## config.mk

```make
export PLATFORM = sky130hd
export DESIGN_NAME = atp_port
export DESIGN_NICKNAME = d
export VERILOG_FILES = /design/src/design/atp_pkg.sv /design/src/design/atp_port.sv
export SDC_FILE = /design/constraint.sdc
export NUM_CORES = 1
export LEC_CHECK = 0
export BUFFER_PORTS_ARGS = -buffer_cell sky130_fd_sc_hd__buf_2
export CAP_MARGIN = 5
export CORE_ASPECT_RATIO = 1.1
export CORE_MARGIN = 5
export CORE_UTILIZATION = 43
export DETAILED_ROUTE_END_ITERATION = 10
export GPL_TIMING_DRIVEN = 0
export PLACE_DENSITY_LB_ADDON = 0.08
export SETUP_SLACK_MARGIN = 0.02
export SLEW_MARGIN = 20
export SYNTH_ARGS = -nofsm -noshare
export SYNTH_HDL_FRONTEND = slang
export SYNTH_SLANG_ARGS = --single-unit
```

## constraint.sdc

```tcl
create_clock -name sys_clk_i -period 5.4 [get_ports sys_clk_i]
set_clock_uncertainty 0.05 [all_clocks]
set_input_delay 0.27 -clock sys_clk_i [delete_from_list [all_inputs] [get_ports sys_clk_i]]
set_output_delay 0.27 -clock sys_clk_i [all_outputs]
set_load 0.005 [all_outputs]
```

## src/design/atp_pkg.sv

```systemverilog
// constants and types for the task-file host port
// How it works
// - write-protect pin refuses destructive commands
// - refused command shows status 51h, error 04h
// - non-destructive commands run normally under protect
// - sleep pin mid-command: finish, then standby
// - standby ignores commands until hardware reset, pin released
// - data port 16-bit until set-features enables 8-bit
// - selects and three address lines pick registers
// - 8-bit data reads drive upper byte as zero
// - 16-bit data register moves buffer words
// - error register resets zero, bits 5,3,1 zero
// - bit 7 flags bad block or CRC
// - bit 6 uncorrectable, bit 4 sector not found
// - bit 2 aborted or invalid command
// - bit 0 general error
// - feature register write-only, parameters next command
// - sector count zero means 256 sectors
// - count zero on success, remainder on failure
// - sector and cylinder registers hold CHS or LBA
// - drive/head selects unit, head, LBA top bits
// - bit 6 picks LBA, bit 4 picks unit
// - status read clears interrupt, alternate does not
// - soft reset holds until cleared; irq disable bit
package atp_pkg;
    localparam logic [2:0] SEL_DATA = 3'h0;
    localparam logic [2:0] SEL_ERR_FEAT = 3'h1;
    localparam logic [2:0] SEL_COUNT = 3'h2;
    localparam logic [2:0] SEL_SECNUM = 3'h3;
    localparam logic [2:0] SEL_CYL_LO = 3'h4;
    localparam logic [2:0] SEL_CYL_HI = 3'h5;
    localparam logic [2:0] SEL_DRVHEAD = 3'h6;
    localparam logic [2:0] SEL_STAT_CMD = 3'h7;
    localparam logic [2:0] SEL_ALT_CTRL = 3'h6;
    localparam int DH_LBA = 6;
    localparam int DH_UNIT = 4;
    localparam int DC_SRST = 2;
    localparam int DC_NIEN = 1;
    localparam int PIN_MODE_PD = 0;
    localparam logic [7:0] ERR_RESET = 8'h00;
    localparam logic [7:0] ERR_ABORT = 8'h04;
    localparam logic [7:0] WP_STATUS = 8'h51;
    localparam logic [7:0] DEVCTL_RESET = 8'h08;
    localparam logic [7:0] DRVHEAD_RESET = 8'hA0;
    localparam logic [7:0] ZERO_BYTE = 8'h00;
    localparam logic [8:0] SECTORS_ZERO = 9'h100;
    localparam logic [7:0] CMD_SET_FEATURES = 8'hEF;
    localparam logic [7:0] CMD_SET_PIN_MODE = 8'h8B;
    localparam logic [7:0] FEAT_8BIT_ON = 8'h01;
    localparam logic [7:0] FEAT_8BIT_OFF = 8'h81;
    typedef enum logic [1:0] {
        MD_IDLE = 2'h0,
        MD_BUSY = 2'h1,
        MD_STANDBY = 2'h3
    } atp_mode_t;
    function automatic logic atp_destructive(input logic [7:0] c);
        case (c)
            8'h30, 8'h31, 8'h32, 8'h33, 8'h38, 8'h3C, 8'h50,
            8'hC0, 8'hC5, 8'hCA, 8'hCB, 8'hCD: return 1'b1;
            default: return 1'b0;
        endcase
    endfunction : atp_destructive
endpackage : atp_pkg

```

## src/design/atp_port.sv

```systemverilog
// task-file host port with its write-data fifo
`timescale 1ns/1ps
`default_nettype none
module atp_fifo #(
    parameter int WIDTH = 16,
    parameter int DEPTH = 8
) (
    input wire logic sys_clk_i,
    input wire logic rst_b_i,
    input wire logic en_i,
    input wire logic in_valid_i,
    input wire logic [WIDTH-1:0] in_data_i,
    output logic in_ready_o,
    output logic out_valid_o,
    output logic [WIDTH-1:0] out_data_o,
    input wire logic out_ready_i
);
    localparam int AW = $clog2(DEPTH);
    localparam logic [AW:0] FULL = (AW+1)'(DEPTH);
    typedef struct packed {
        logic [DEPTH-1:0][WIDTH-1:0] mem;
        logic [AW-1:0] wp;
        logic [AW-1:0] rp;
        logic [AW:0] cnt;
        logic ov;
        logic [WIDTH-1:0] od;
    } atp_fifo_st_t;
    atp_fifo_st_t s;
    atp_fifo_st_t next_s;
    logic push;
    logic take;
    logic [AW:0] used;
    // the output register counts toward the depth
    assign used = s.cnt + {{AW{1'b0}}, s.ov};
    always_comb
    begin
        next_s = s;
        push = in_valid_i && (used != FULL);
        take = (s.cnt != '0) && (!s.ov || out_ready_i);
        if (out_ready_i)
            next_s.ov = 1'b0;
        if (take)
        begin
            next_s.od = s.mem[s.rp];
            next_s.ov = 1'b1;
            next_s.rp = s.rp + 1'b1;
        end
        if (push)
        begin
            next_s.mem[s.wp] = in_data_i;
            next_s.wp = s.wp + 1'b1;
        end
        if (push && !take)
            next_s.cnt = s.cnt + 1'b1;
        else if (take && !push)
            next_s.cnt = s.cnt - 1'b1;
        if (!en_i)
            next_s = s;
    end
    always_ff @(posedge sys_clk_i or negedge rst_b_i)
    begin
        if (!rst_b_i)
            s <= '0;
        else
            s <= next_s;
    end
    assign in_ready_o = (used != FULL);
    assign out_valid_o = s.ov;
    assign out_data_o = s.od;
endmodule : atp_fifo

module atp_port #(
    parameter int FIFO_DEPTH = 8
) (
    input wire logic sys_clk_i,
    input wire logic rst_b_i,
    input wire logic clk_en_i,
    input wire logic hw_reset_n_i,
    input wire logic command_block_select_n_i,
    input wire logic control_block_select_n_i,
    input wire logic [2:0] register_select_lines_i,
    input wire logic host_read_strobe_n_i,
    input wire logic host_write_strobe_n_i,
    input wire logic [15:0] host_data_i,
    output logic [15:0] host_data_o,
    output logic [1:0] host_data_oe_n_o,
    output logic irq_o,
    input wire logic protect_or_sleep_pin_n_i,
    output logic cmd_start_o,
    output logic [7:0] cmd_code_o,
    output logic [7:0] feature_o,
    output logic [27:0] addr_o,
    output logic lba_mode_o,
    output logic unit_o,
    output logic [8:0] sectors_o,
    output logic core_reset_o,
    output logic standby_o,
    input wire logic core_ready_i,
    input wire logic core_done_i,
    input wire logic [4:0] core_err_i,
    input wire logic core_fault_i,
    input wire logic core_corr_i,
    input wire logic [7:0] core_remain_i,
    input wire logic core_drq_i,
    input wire logic [15:0] rd_word_i,
    output logic rd_pop_o,
    output logic [15:0] wr_data_o,
    output logic wr_valid_o,
    input wire logic wr_ready_i
);
    typedef struct packed {
        logic rd_q;
        logic wr_q;
        logic [2:0] sel;
        logic cmd_cs;
        logic ctl_cs;
        logic [15:0] din;
        logic [7:0] feature;
        logic [7:0] count;
        logic [8:0] total;
        logic [7:0] secnum;
        logic [7:0] cyl_lo;
        logic [7:0] cyl_hi;
        logic [7:0] drvhead;
        logic [7:0] error;
        logic [7:0] devctl;
        logic [7:0] command;
        atp_pkg::atp_mode_t mode;
        logic in_cmd;
        logic dwf;
        logic corr;
        logic err;
        logic irq_pend;
        logic pd_mode;
        logic pd_pend;
        logic byte8;
        logic phase;
        logic [7:0] low_byte;
        logic [15:0] dout;
        logic [1:0] oe_n;
        logic irq;
        logic cmd_start;
        logic [15:0] wr_word;
        logic wr_push;
        logic rd_pop;
        logic core_rst;
    } atp_state_t;
    atp_state_t s;
    atp_state_t next_s;
    logic fifo_ready;
    logic [7:0] stat;
    logic cmd_now;
    logic ctl_now;
    logic rd_end;
    logic wr_end;
    logic tf_reset;
    logic wp_active;
    // selects decoded from chip selects and address lines only
    assign cmd_now = !command_block_select_n_i
        && control_block_select_n_i;
    assign ctl_now = !control_block_select_n_i && command_block_select_n_i
        && (register_select_lines_i == atp_pkg::SEL_ALT_CTRL);
    assign rd_end = s.rd_q && host_read_strobe_n_i;
    assign wr_end = s.wr_q && host_write_strobe_n_i;
    assign tf_reset = !hw_reset_n_i || s.devctl[atp_pkg::DC_SRST];
    assign wp_active = !s.pd_mode && !protect_or_sleep_pin_n_i;
    // status byte; the other bits stay visible to the host while busy is set
    assign stat = {s.mode == atp_pkg::MD_BUSY, core_ready_i, s.dwf,
        core_ready_i, core_drq_i && fifo_ready, s.corr, 1'b0, s.err};
    always_comb
    begin
        next_s = s;
        next_s.cmd_start = 1'b0;
        next_s.wr_push = 1'b0;
        next_s.rd_pop = 1'b0;
        next_s.rd_q = !host_read_strobe_n_i && (cmd_now || ctl_now);
        next_s.wr_q = !host_write_strobe_n_i && (cmd_now || ctl_now);
        if (next_s.rd_q || next_s.wr_q)
        begin
            next_s.sel = register_select_lines_i;
            next_s.cmd_cs = cmd_now;
            next_s.ctl_cs = ctl_now;
            next_s.din = host_data_i;
        end
        // read data launched while the strobe is low
        next_s.oe_n = 2'h3;
        next_s.dout = 16'h0000;
        if (!host_read_strobe_n_i && cmd_now)
        begin
            next_s.oe_n = 2'h2;
            case (register_select_lines_i)
                atp_pkg::SEL_DATA:
                begin
                    next_s.oe_n = 2'h0;
                    next_s.dout = rd_word_i;
                    if (s.byte8)
                    begin
                        next_s.dout = {atp_pkg::ZERO_BYTE, s.phase ?
                            rd_word_i[15:8] : rd_word_i[7:0]};
                    end
                end
                atp_pkg::SEL_ERR_FEAT: next_s.dout[7:0] = s.error;
                atp_pkg::SEL_COUNT: next_s.dout[7:0] = s.count;
                atp_pkg::SEL_SECNUM: next_s.dout[7:0] = s.secnum;
                atp_pkg::SEL_CYL_LO: next_s.dout[7:0] = s.cyl_lo;
                atp_pkg::SEL_CYL_HI: next_s.dout[7:0] = s.cyl_hi;
                atp_pkg::SEL_DRVHEAD: next_s.dout[7:0] = s.drvhead;
                default: next_s.dout[7:0] = stat;
            endcase
        end
        else if (!host_read_strobe_n_i && ctl_now)
        begin
            next_s.oe_n = 2'h2;
            next_s.dout[7:0] = stat;
        end
        // read side effects at the strobe's trailing edge
        if (rd_end && s.cmd_cs && s.sel == atp_pkg::SEL_STAT_CMD)
        begin
            next_s.irq_pend = 1'b0;
        end
        if (rd_end && s.cmd_cs && s.sel == atp_pkg::SEL_DATA)
        begin
            next_s.phase = s.byte8 && !s.phase;
            next_s.rd_pop = !s.byte8 || s.phase;
        end
        if (tf_reset)
        begin
            next_s.mode = (s.mode == atp_pkg::MD_STANDBY && !(!hw_reset_n_i
                && protect_or_sleep_pin_n_i)) ? atp_pkg::MD_STANDBY
                : atp_pkg::MD_BUSY;
            next_s.error = atp_pkg::ERR_RESET;
            next_s.drvhead = atp_pkg::DRVHEAD_RESET;
            next_s.count = atp_pkg::ZERO_BYTE;
            next_s.secnum = atp_pkg::ZERO_BYTE;
            next_s.cyl_lo = atp_pkg::ZERO_BYTE;
            next_s.cyl_hi = atp_pkg::ZERO_BYTE;
            next_s.err = 1'b0;
            next_s.dwf = 1'b0;
            next_s.corr = 1'b0;
            next_s.irq_pend = 1'b0;
            next_s.in_cmd = 1'b0;
            next_s.pd_pend = 1'b0;
            next_s.byte8 = 1'b0;
            next_s.phase = 1'b0;
        end
        else
        begin
            if (wr_end && s.cmd_cs)
            begin
                case (s.sel)
                    atp_pkg::SEL_DATA:
                    begin
                        if (s.byte8 && !s.phase)
                        begin
                            next_s.low_byte = s.din[7:0];
                            next_s.phase = 1'b1;
                        end
                        else if (fifo_ready)
                        begin
                            next_s.wr_word = s.byte8 ? {s.din[7:0],
                                s.low_byte} : s.din;
                            next_s.wr_push = 1'b1;
                            next_s.phase = 1'b0;
                        end
                    end
                    atp_pkg::SEL_ERR_FEAT: next_s.feature = s.din[7:0];
                    atp_pkg::SEL_COUNT: next_s.count = s.din[7:0];
                    atp_pkg::SEL_SECNUM: next_s.secnum = s.din[7:0];
                    atp_pkg::SEL_CYL_LO: next_s.cyl_lo = s.din[7:0];
                    atp_pkg::SEL_CYL_HI: next_s.cyl_hi = s.din[7:0];
                    atp_pkg::SEL_DRVHEAD: next_s.drvhead = s.din[7:0];
                    default:
                    begin
                        if (s.mode == atp_pkg::MD_IDLE)
                        begin
                            next_s.command = s.din[7:0];
                            next_s.error = atp_pkg::ERR_RESET;
                            next_s.err = 1'b0;
                            next_s.corr = 1'b0;
                            next_s.dwf = 1'b0;
                            next_s.phase = 1'b0;
                            if (wp_active && atp_pkg::atp_destructive(
                                s.din[7:0]))
                            begin
                                next_s.error = atp_pkg::ERR_ABORT;
                                next_s.err = 1'b1;
                                next_s.irq_pend = 1'b1;
                            end
                            else if (s.din[7:0] == atp_pkg::CMD_SET_FEATURES
                                && (s.feature == atp_pkg::FEAT_8BIT_ON ||
                                s.feature == atp_pkg::FEAT_8BIT_OFF))
                            begin
                                next_s.byte8 = (s.feature ==
                                    atp_pkg::FEAT_8BIT_ON);
                                next_s.irq_pend = 1'b1;
                            end
                            else if (s.din[7:0] == atp_pkg::CMD_SET_PIN_MODE)
                            begin
                                next_s.pd_mode =
                                    s.feature[atp_pkg::PIN_MODE_PD];
                                next_s.irq_pend = 1'b1;
                            end
                            else
                            begin
                                next_s.mode = atp_pkg::MD_BUSY;
                                next_s.in_cmd = 1'b1;
                                next_s.cmd_start = 1'b1;
                            end
                        end
                    end
                endcase
            end
            if (s.mode == atp_pkg::MD_BUSY && s.in_cmd && s.pd_mode
                && !protect_or_sleep_pin_n_i)
            begin
                next_s.pd_pend = 1'b1;
            end
            if (s.mode == atp_pkg::MD_BUSY && core_done_i)
            begin
                next_s.mode = (next_s.pd_pend && s.in_cmd) ?
                    atp_pkg::MD_STANDBY : atp_pkg::MD_IDLE;
                next_s.pd_pend = 1'b0;
                if (s.in_cmd)
                begin
                    next_s.error = {core_err_i[4], core_err_i[3], 1'b0,
                        core_err_i[2], 1'b0, core_err_i[1], 1'b0,
                        core_err_i[0]};
                    next_s.err = |core_err_i || core_fault_i;
                    next_s.dwf = core_fault_i;
                    next_s.corr = core_corr_i;
                    next_s.count = core_remain_i;
                    next_s.irq_pend = 1'b1;
                end
                next_s.in_cmd = 1'b0;
            end
        end
        if (wr_end && s.ctl_cs)
        begin
            next_s.devctl = s.din[7:0];
        end
        if (!hw_reset_n_i)
        begin
            next_s.devctl = atp_pkg::DEVCTL_RESET;
        end
        next_s.total = (next_s.count == atp_pkg::ZERO_BYTE) ?
            atp_pkg::SECTORS_ZERO : {1'b0, next_s.count};
        next_s.irq = next_s.irq_pend && !next_s.devctl[atp_pkg::DC_NIEN];
        next_s.core_rst = !hw_reset_n_i || next_s.devctl[atp_pkg::DC_SRST];
        if (!clk_en_i)
        begin
            next_s = s;
        end
    end
    always_ff @(posedge sys_clk_i or negedge rst_b_i)
    begin
        if (!rst_b_i)
        begin
            s <= '0;
            s.oe_n <= 2'h3;
            s.mode <= atp_pkg::MD_BUSY;
            s.devctl <= atp_pkg::DEVCTL_RESET;
            s.drvhead <= atp_pkg::DRVHEAD_RESET;
            s.total <= atp_pkg::SECTORS_ZERO;
        end
        else
        begin
            s <= next_s;
        end
    end
    atp_fifo #(.WIDTH(16), .DEPTH(FIFO_DEPTH)) u_wr_fifo (
        .sys_clk_i(sys_clk_i),
        .rst_b_i(rst_b_i),
        .en_i(clk_en_i),
        .in_valid_i(s.wr_push),
        .in_data_i(s.wr_word),
        .in_ready_o(fifo_ready),
        .out_valid_o(wr_valid_o),
        .out_data_o(wr_data_o),
        .out_ready_i(wr_ready_i)
    );
    assign host_data_o = s.dout;
    assign host_data_oe_n_o = s.oe_n;
    assign irq_o = s.irq;
    assign cmd_start_o = s.cmd_start;
    assign cmd_code_o = s.command;
    assign feature_o = s.feature;
    assign addr_o = {s.drvhead[3:0], s.cyl_hi, s.cyl_lo, s.secnum};
    assign lba_mode_o = s.drvhead[atp_pkg::DH_LBA];
    assign unit_o = s.drvhead[atp_pkg::DH_UNIT];
    assign sectors_o = s.total;
    assign core_reset_o = s.core_rst;
    assign standby_o = s.mode == atp_pkg::MD_STANDBY;
    assign rd_pop_o = s.rd_pop;
    logic cmd_evt;
    assign cmd_evt = clk_en_i && wr_end && s.cmd_cs && !tf_reset
        && s.sel == atp_pkg::SEL_STAT_CMD;
endmodule : atp_port
`default_nettype wire

```

## Yosys cells after proc, flatten, opt, wreduce, memory -nomap -nowiden

Index checks and enable logic that the tools add are counted.

| storage, ports and cells | value |
|---|---|
| latch bits | 0 |
| bits of input ports | 63 |
| RAM bits | 0 |
| memories kept | 0 |
| output and inout bits | 95 |
| word-level logic and storage cells | 275 |
| ROM bits | 0 |
| register bits | 311 |

| cells by class | value |
|---|---|
| bitwise logic cells | 5 |
| shift-type cells | 0 |
| equal/unequal tests | 38 |
| add/sub/neg operators | 5 |
| mux-type cells | 86 |
| divide/modulo/power cells | 0 |
| reduce and logical (&&, ||, !) cells | 90 |
| order comparisons | 3 |
| multiply operators | 0 |

Operators by type and width:

| kind | count |
|---|---|
| $mux 8 | 21 |
| $bwmux 128 | 1 |
| $mux 40 | 2 |
| $mux 17 | 4 |
| $eq 8x8->1 const B | 8 |
| $mux 16 | 4 |
| $pmux 8 s7 | 1 |
| $bmux 16 s3 | 1 |
| $demux 16 s3 | 1 |
| $eq 8x6->1 const B | 6 |
| $mux 18 | 2 |
| $logic_and 1x1->1 | 32 |
| $mux 10 | 3 |
| $mux 1 | 27 |
| $eq 3x3->1 const B | 7 |
| $mux 3 | 7 |
| $reduce_bool 2->1 | 9 |
| $logic_not 1->1 | 14 |
| $mux 7 | 2 |
| $eq 3x2->1 const B | 4 |
| $mux 4 | 3 |
| $reduce_and 3->1 | 4 |
| $reduce_and 6->1 | 2 |
| $reduce_or 12->1 | 1 |
| 34 further kinds | 61 |

## Longest topological paths before layout

| logic depth | value |
|---|---|
| depth in word-level cells | 16 |
| mapped depth | 14 |
| gate-level depth less buffers | 14 |

## Cells and area by module

From an unflattened synthesis, not the netlist that was laid out.

| unflattened totals | value |
|---|---|
| cell total of the unflattened synthesis | 1,292 |
| area, all modules | 15,163.3 um2 |

By module, submodules not included:

| module | times used | area each (um2) | seq. area each (um2) | cells an instance |
|---|---|---|---|---|
| atp_port | 1 | 7,831.3 | 3,861.2 | 757 |
| atp_fifo | 1 | 7,332.0 | 3,878.7 | 535 |

## Worst setup path before layout

Ideal clock, no wire load.

| path | value |
|---|---|
| kind | reg2reg |
| from | register u_wr_fifo.s[17] (netlist name) |
| to | register u_wr_fifo.s[20] (netlist name) |
| data required time | 5.224 ns |
| path slack | 2.256 ns |
| data arrival time | 2.968 ns |
| period minus slack after synthesis | 3.144 ns |
| setup time | 0.126 ns |
| stages on the path, launching flop included | 15 |
| buffers on the path | 0 |
| path through | dfrtp_1 > ha_1 > ha_1 > xor2_1 > or3_4 > or2_2 > and2_1 > ha_1 > inv_1 > ha_1 > a21o_1 > a21oi_1 > xnor2_1 > nor2_1 > xor2_1 |

| on the way | value |
|---|---|
| cells in the longest elaborated chain, start to end | 7 |
| elaborated cells on any way between the ends | 15 |
| those cells by class | add/sub (3); eq/ne (1); mux (2); reduce/logical (9) |

RTL lines:

| item | line | text |
|---|---|---|
| start, declared | atp_port.sv:28 | `atp_fifo_st_t s;` |
| start signal, assigned | atp_port.sv:65 | `s <= next_s;` |
| $add 4x1->4 | atp_port.sv:34 | `assign used = s.cnt + {{AW{1'b0}}, s.ov};` |
| $ne 4x4->1 | atp_port.sv:38 | `push = in_valid_i && (used != FULL);` |
| $logic_and 1x1->1 | atp_port.sv:38 |  |
| $logic_not 1->1 | atp_port.sv:55 | `else if (take && !push)` |
| $logic_and 1x1->1 | atp_port.sv:55 |  |
| $reduce_bool 2->1 (no line) | - |  |
| $reduce_and 2->1 (no line) | - |  |

Parallel ways exist; a longest one is shown, timed or not. The select of a mux whose other input is x is not followed.
A chain may end at the register's enable or synchronous reset.

## Worst setup path after layout

Ends and elaborated chain as after synthesis.

==> metrics.txt <==
status=completed; FFs w/ async S/R, synth=100%; CTS H-tree lvls=2; Max Clk Rate=a little under 300 MHz; Net Switching=1.67 mW; worst IR drop on VDD=0.209 mV; GRT overflow=0; Clock Tree Root=clkbuf_16; Slew Limit Fails=0; worst min-delay path class=in -> reg; CP Max Fanout=5; Netlist cell types=77; yosys warns=0; relative slew slack=34.5%; final WL=40200 um; number of synthesized register bits=310; wire per inst=20.8 um; critical path's most frequent cell=ha_1; Vias=10300; vias in the first global route=~11000; CTS sink cnt=310; Setup CP Type=reg -> reg; Synth Area in Simple Gates=8.14%; Final setup viols=0; most area-consuming cells after synthesis=dfrtp_1 (50%), mux2_2 (9.9%), mux4_2 (5.0%); worst-path cell chain=ha_1 > ha_1 > xor2_1 > or3_4 > or2_2 > and2_1 > ha_1 > inv_1 > ha_1 > a21o_1 > a21oi_1 > xnor2_1 > nor2_1 > xor2_1; largest net degree at the start of global routing=76; PwrDens=320 nW/um2; I/O Buffers=154; Cell Count, Final, Fillers Out=a little under 2000; Final Hold Fails=0; mux share of post-synthesis cell area=22.6%; clock power share=39.5%; commonest non-fill, non-tap cell in the layout=dfrtp_1; post-synthesis compound-gate area fraction=a little under a tenth; Int Pwr=4.14 mW; sequential area share after synthesis=50.8%; Synth Area in Adders=less than 1%; nets=1537; leakage=between 8 and 9 nW; Final ANT Viol Nets=0; Mapped Nets=between 1000 and 1500; switch share=28.7%; top_reg_cell synth=dfrtp_1; Die Y=208 um; Slew @ Worst Pin=about 1 ns; Worst Setup Start Kind=register; post-cts sizing count=0; Clock Tree Buf Depth=3; Clk Latency, worst-skew pair=between 0.5 and 0.6 ns; DR iter-0 viols=around 450; area share of the largest cell type after synthesis=49.8%; Post-synth EDFFs=0; Synth Area in XOR/XNOR=0.680%; CTS clk-pin slew, worst paths=0.06 ns; RePlAce Congestion=0.827; Rows=72; drc violations=0; GRT Total Usage=20.5%; syn avg cell area=12.3 um2; ant diodes=0; leading area contributor after synthesis=dfrtp_1; TritonCTS Buffers=36; period utilization=62.5%; chip width=approximately 190 um; Final min period=3.38 ns; dpl cells=1840; Worst EP arrival=3.72 ns; DR pass1 iterations=4; CP endpoint kind=register; Area Overhead vs Synth=18.8%; max-cap violations=0; initial antenna violation count=1; combinational share of power=17.0%; largest family of logic cells by synthesized area=multiplexers; final std cell area, no fill=18100 um2; most frequent cells in the layout=dfrtp_1 (304), buf_2 (170), mux2_2 (134); I/O pins=158; mapped cell area=15300 um2; post-synthesis instance total=1238; layout cells sized above 1=around two fifths; Initial Utilization=43.5%; global-route wire length before repair=64100 um; RSZ-0062 raised after global routing=false; post-DR vias/cell=5.34; Core Region=35100 um2; Seq pwr share=43.4%; Largest stage delay, worst path=0.45 ns; Final HPWL DP=28800 um; worst endpoint required time=5.74 ns; Area after DPL=16700 um2; TritonCTS clock tree=yes; die footprint=39400 um2; CP max-delay cell=dfrtp_1
[area by class of cell]
| type | instances | area, um2 |
|---|---|---|
| Clock inverter | 6 | 60.1 |
| Buffer | 161 | 1050 |
| Multi-Input combinational cell | 733 | 6330 |
| Sequential cell | 310 | 7760 |
| Inverter | 34 | 128 |
| Fill cell | 3172 | 17000 |
| Tap cell | 444 | 556 |
| Timing Repair Buffer | 190 | 1210 |
| Clock buffer | 58 | 1040 |
[sequential cells by signal (all words and copies together) (netlist names)]
name and count:
host_data_o 16, unit_o 1, u_wr_fifo.out_valid_o 1, host_data_oe_n_o 2, addr_o 28, s 79, cmd_code_o 8, sectors_o 8
u_wr_fifo.s 138, feature_o 8, u_wr_fifo.out_data_o 16, lba_mode_o 1, core_reset_o 1, cmd_start_o 1, rd_pop_o 1, irq_o 1
[worst max-delay path: cells and delay by family, from the launching register on]
| family | cells | cell delay, ns |
|---|---|---|
| DFF | 1 | 0.45 |
| xor gates and xnor gates | 3 | 0.42 |
| and+or+nand+nor | 4 | 0.98 |
| AOI/OAI and AO/OA | 2 | 0.34 |
| buffers and inverters | 1 | 0.13 |
| adders and majority gates | 4 | 0.87 |
[stage by stage]
stage / hold slack [ns] / util [%] / total power, mW / setup WS (ns) / setup TNS (ns)
global placement: 0.413 / 47.2 / 3.53 / -2.12 / -635.58
CTS: 0.00404 / 51.7 / 5.89 / 2.01 / 0
finish: 0.0353 / 51.7 / 5.80 / 2.02 / 0
floorplan: -0.0756 / - / 3.17 / 2.26 / 0
global route: 0.0252 / 51.7 / 6.07 / 1.86 / 0
detailed placement: 0.137 / 47.6 / 3.55 / 2.04 / 0
[worst paths after layout]
check | from | endpoint | slack (ns) | cells past startpoint
worst min-delay path | wr_ready_i | u_wr_fifo.out_valid_o$_DFFE_PN0P_ | 0.04 | 4
worst min register to register | u_wr_fifo.out_data_o[14]$_DFFE_PN0P_ | u_wr_fifo.out_data_o[14]$_DFFE_PN0P_ | 0.42 | 2
min in group asynchronous | rst_b_i | u_wr_fifo.s[102]$_DFFE_PN0P_ | 0.19 | 2
max in group asynchronous | rst_b_i | host_data_oe_n_o[0]$_DFFE_PN1P_ | 4.01 | 4
worst max register to register | u_wr_fifo.s[17]$_DFFE_PN0P_ | u_wr_fifo.s[20]$_DFFE_PN0P_ | 2.02 | 14
worst max-delay path | u_wr_fifo.s[17]$_DFFE_PN0P_ | u_wr_fifo.s[20]$_DFFE_PN0P_ | 2.02 | 14
[Yosys cell counts (3+ instances only)]
master,number
o32ai_1,5
a21oi_1,23
buf_1,4
buf_2,17
a22oi_1,6
nand3_1,18
nand2b_1,9
nor4_1,8
o21a_1,3
mux2_4,50
mux2_2,134
nand4_1,4
mux2i_1,43
clkbuf_1,40
dfstp_2,6
and2_1,5
a31oi_1,9
o21ai_0,114
nor3_1,8
buf_8,3
a22o_1,17
o211ai_1,7
o21ai_1,8
a211oi_1,3
nor2b_1,11
dfrtp_1,304
inv_1,34
ha_1,7
nor2_1,19
buf_6,5
buf_4,91
xnor2_1,7
mux4_2,34
nand2_1,115
a311oi_1,3
xor2_1,3
or3_1,3
[cell families after synthesis]
family	after synthesis
DFF	310
muxes	261
and+or+nand+nor	228
AOI/OAI and AO/OA	225
buffers and inverters	195
xor gates and xnor gates	11
adders and majority gates	8
[layer usage]
metal	wire, um	part of all wire, %	track usage [%]	vias to the layer above
met3	1550	3.8	3.03	75
met2	20200	50	35.4	233
met1	17000	42	26.3	5213
li1	-	-	-	4818
met5	13	0.032	0	-
met4	1430	3.5	7.31	2
[power by group through the flow]
stage	logic [mW]	registers (mW)	clock network [mW]
2_1_floorplan	0.641	2.53	0
3_3_place_gp	0.971	2.56	0
3_5_place_dp	0.992	2.56	0
4_1_cts	1.01	2.52	2.36
5_1_grt	1.08	2.53	2.46
6_report	0.990	2.52	2.29
[timing repair]
item / 4_1_cts / 5_1_grt
hold buffers: 32 / 0
buffers inserted: 0 / 0
endpoints found under the hold margin: 143 / 0
No activity file was read; power rests on OpenSTA's default activity.
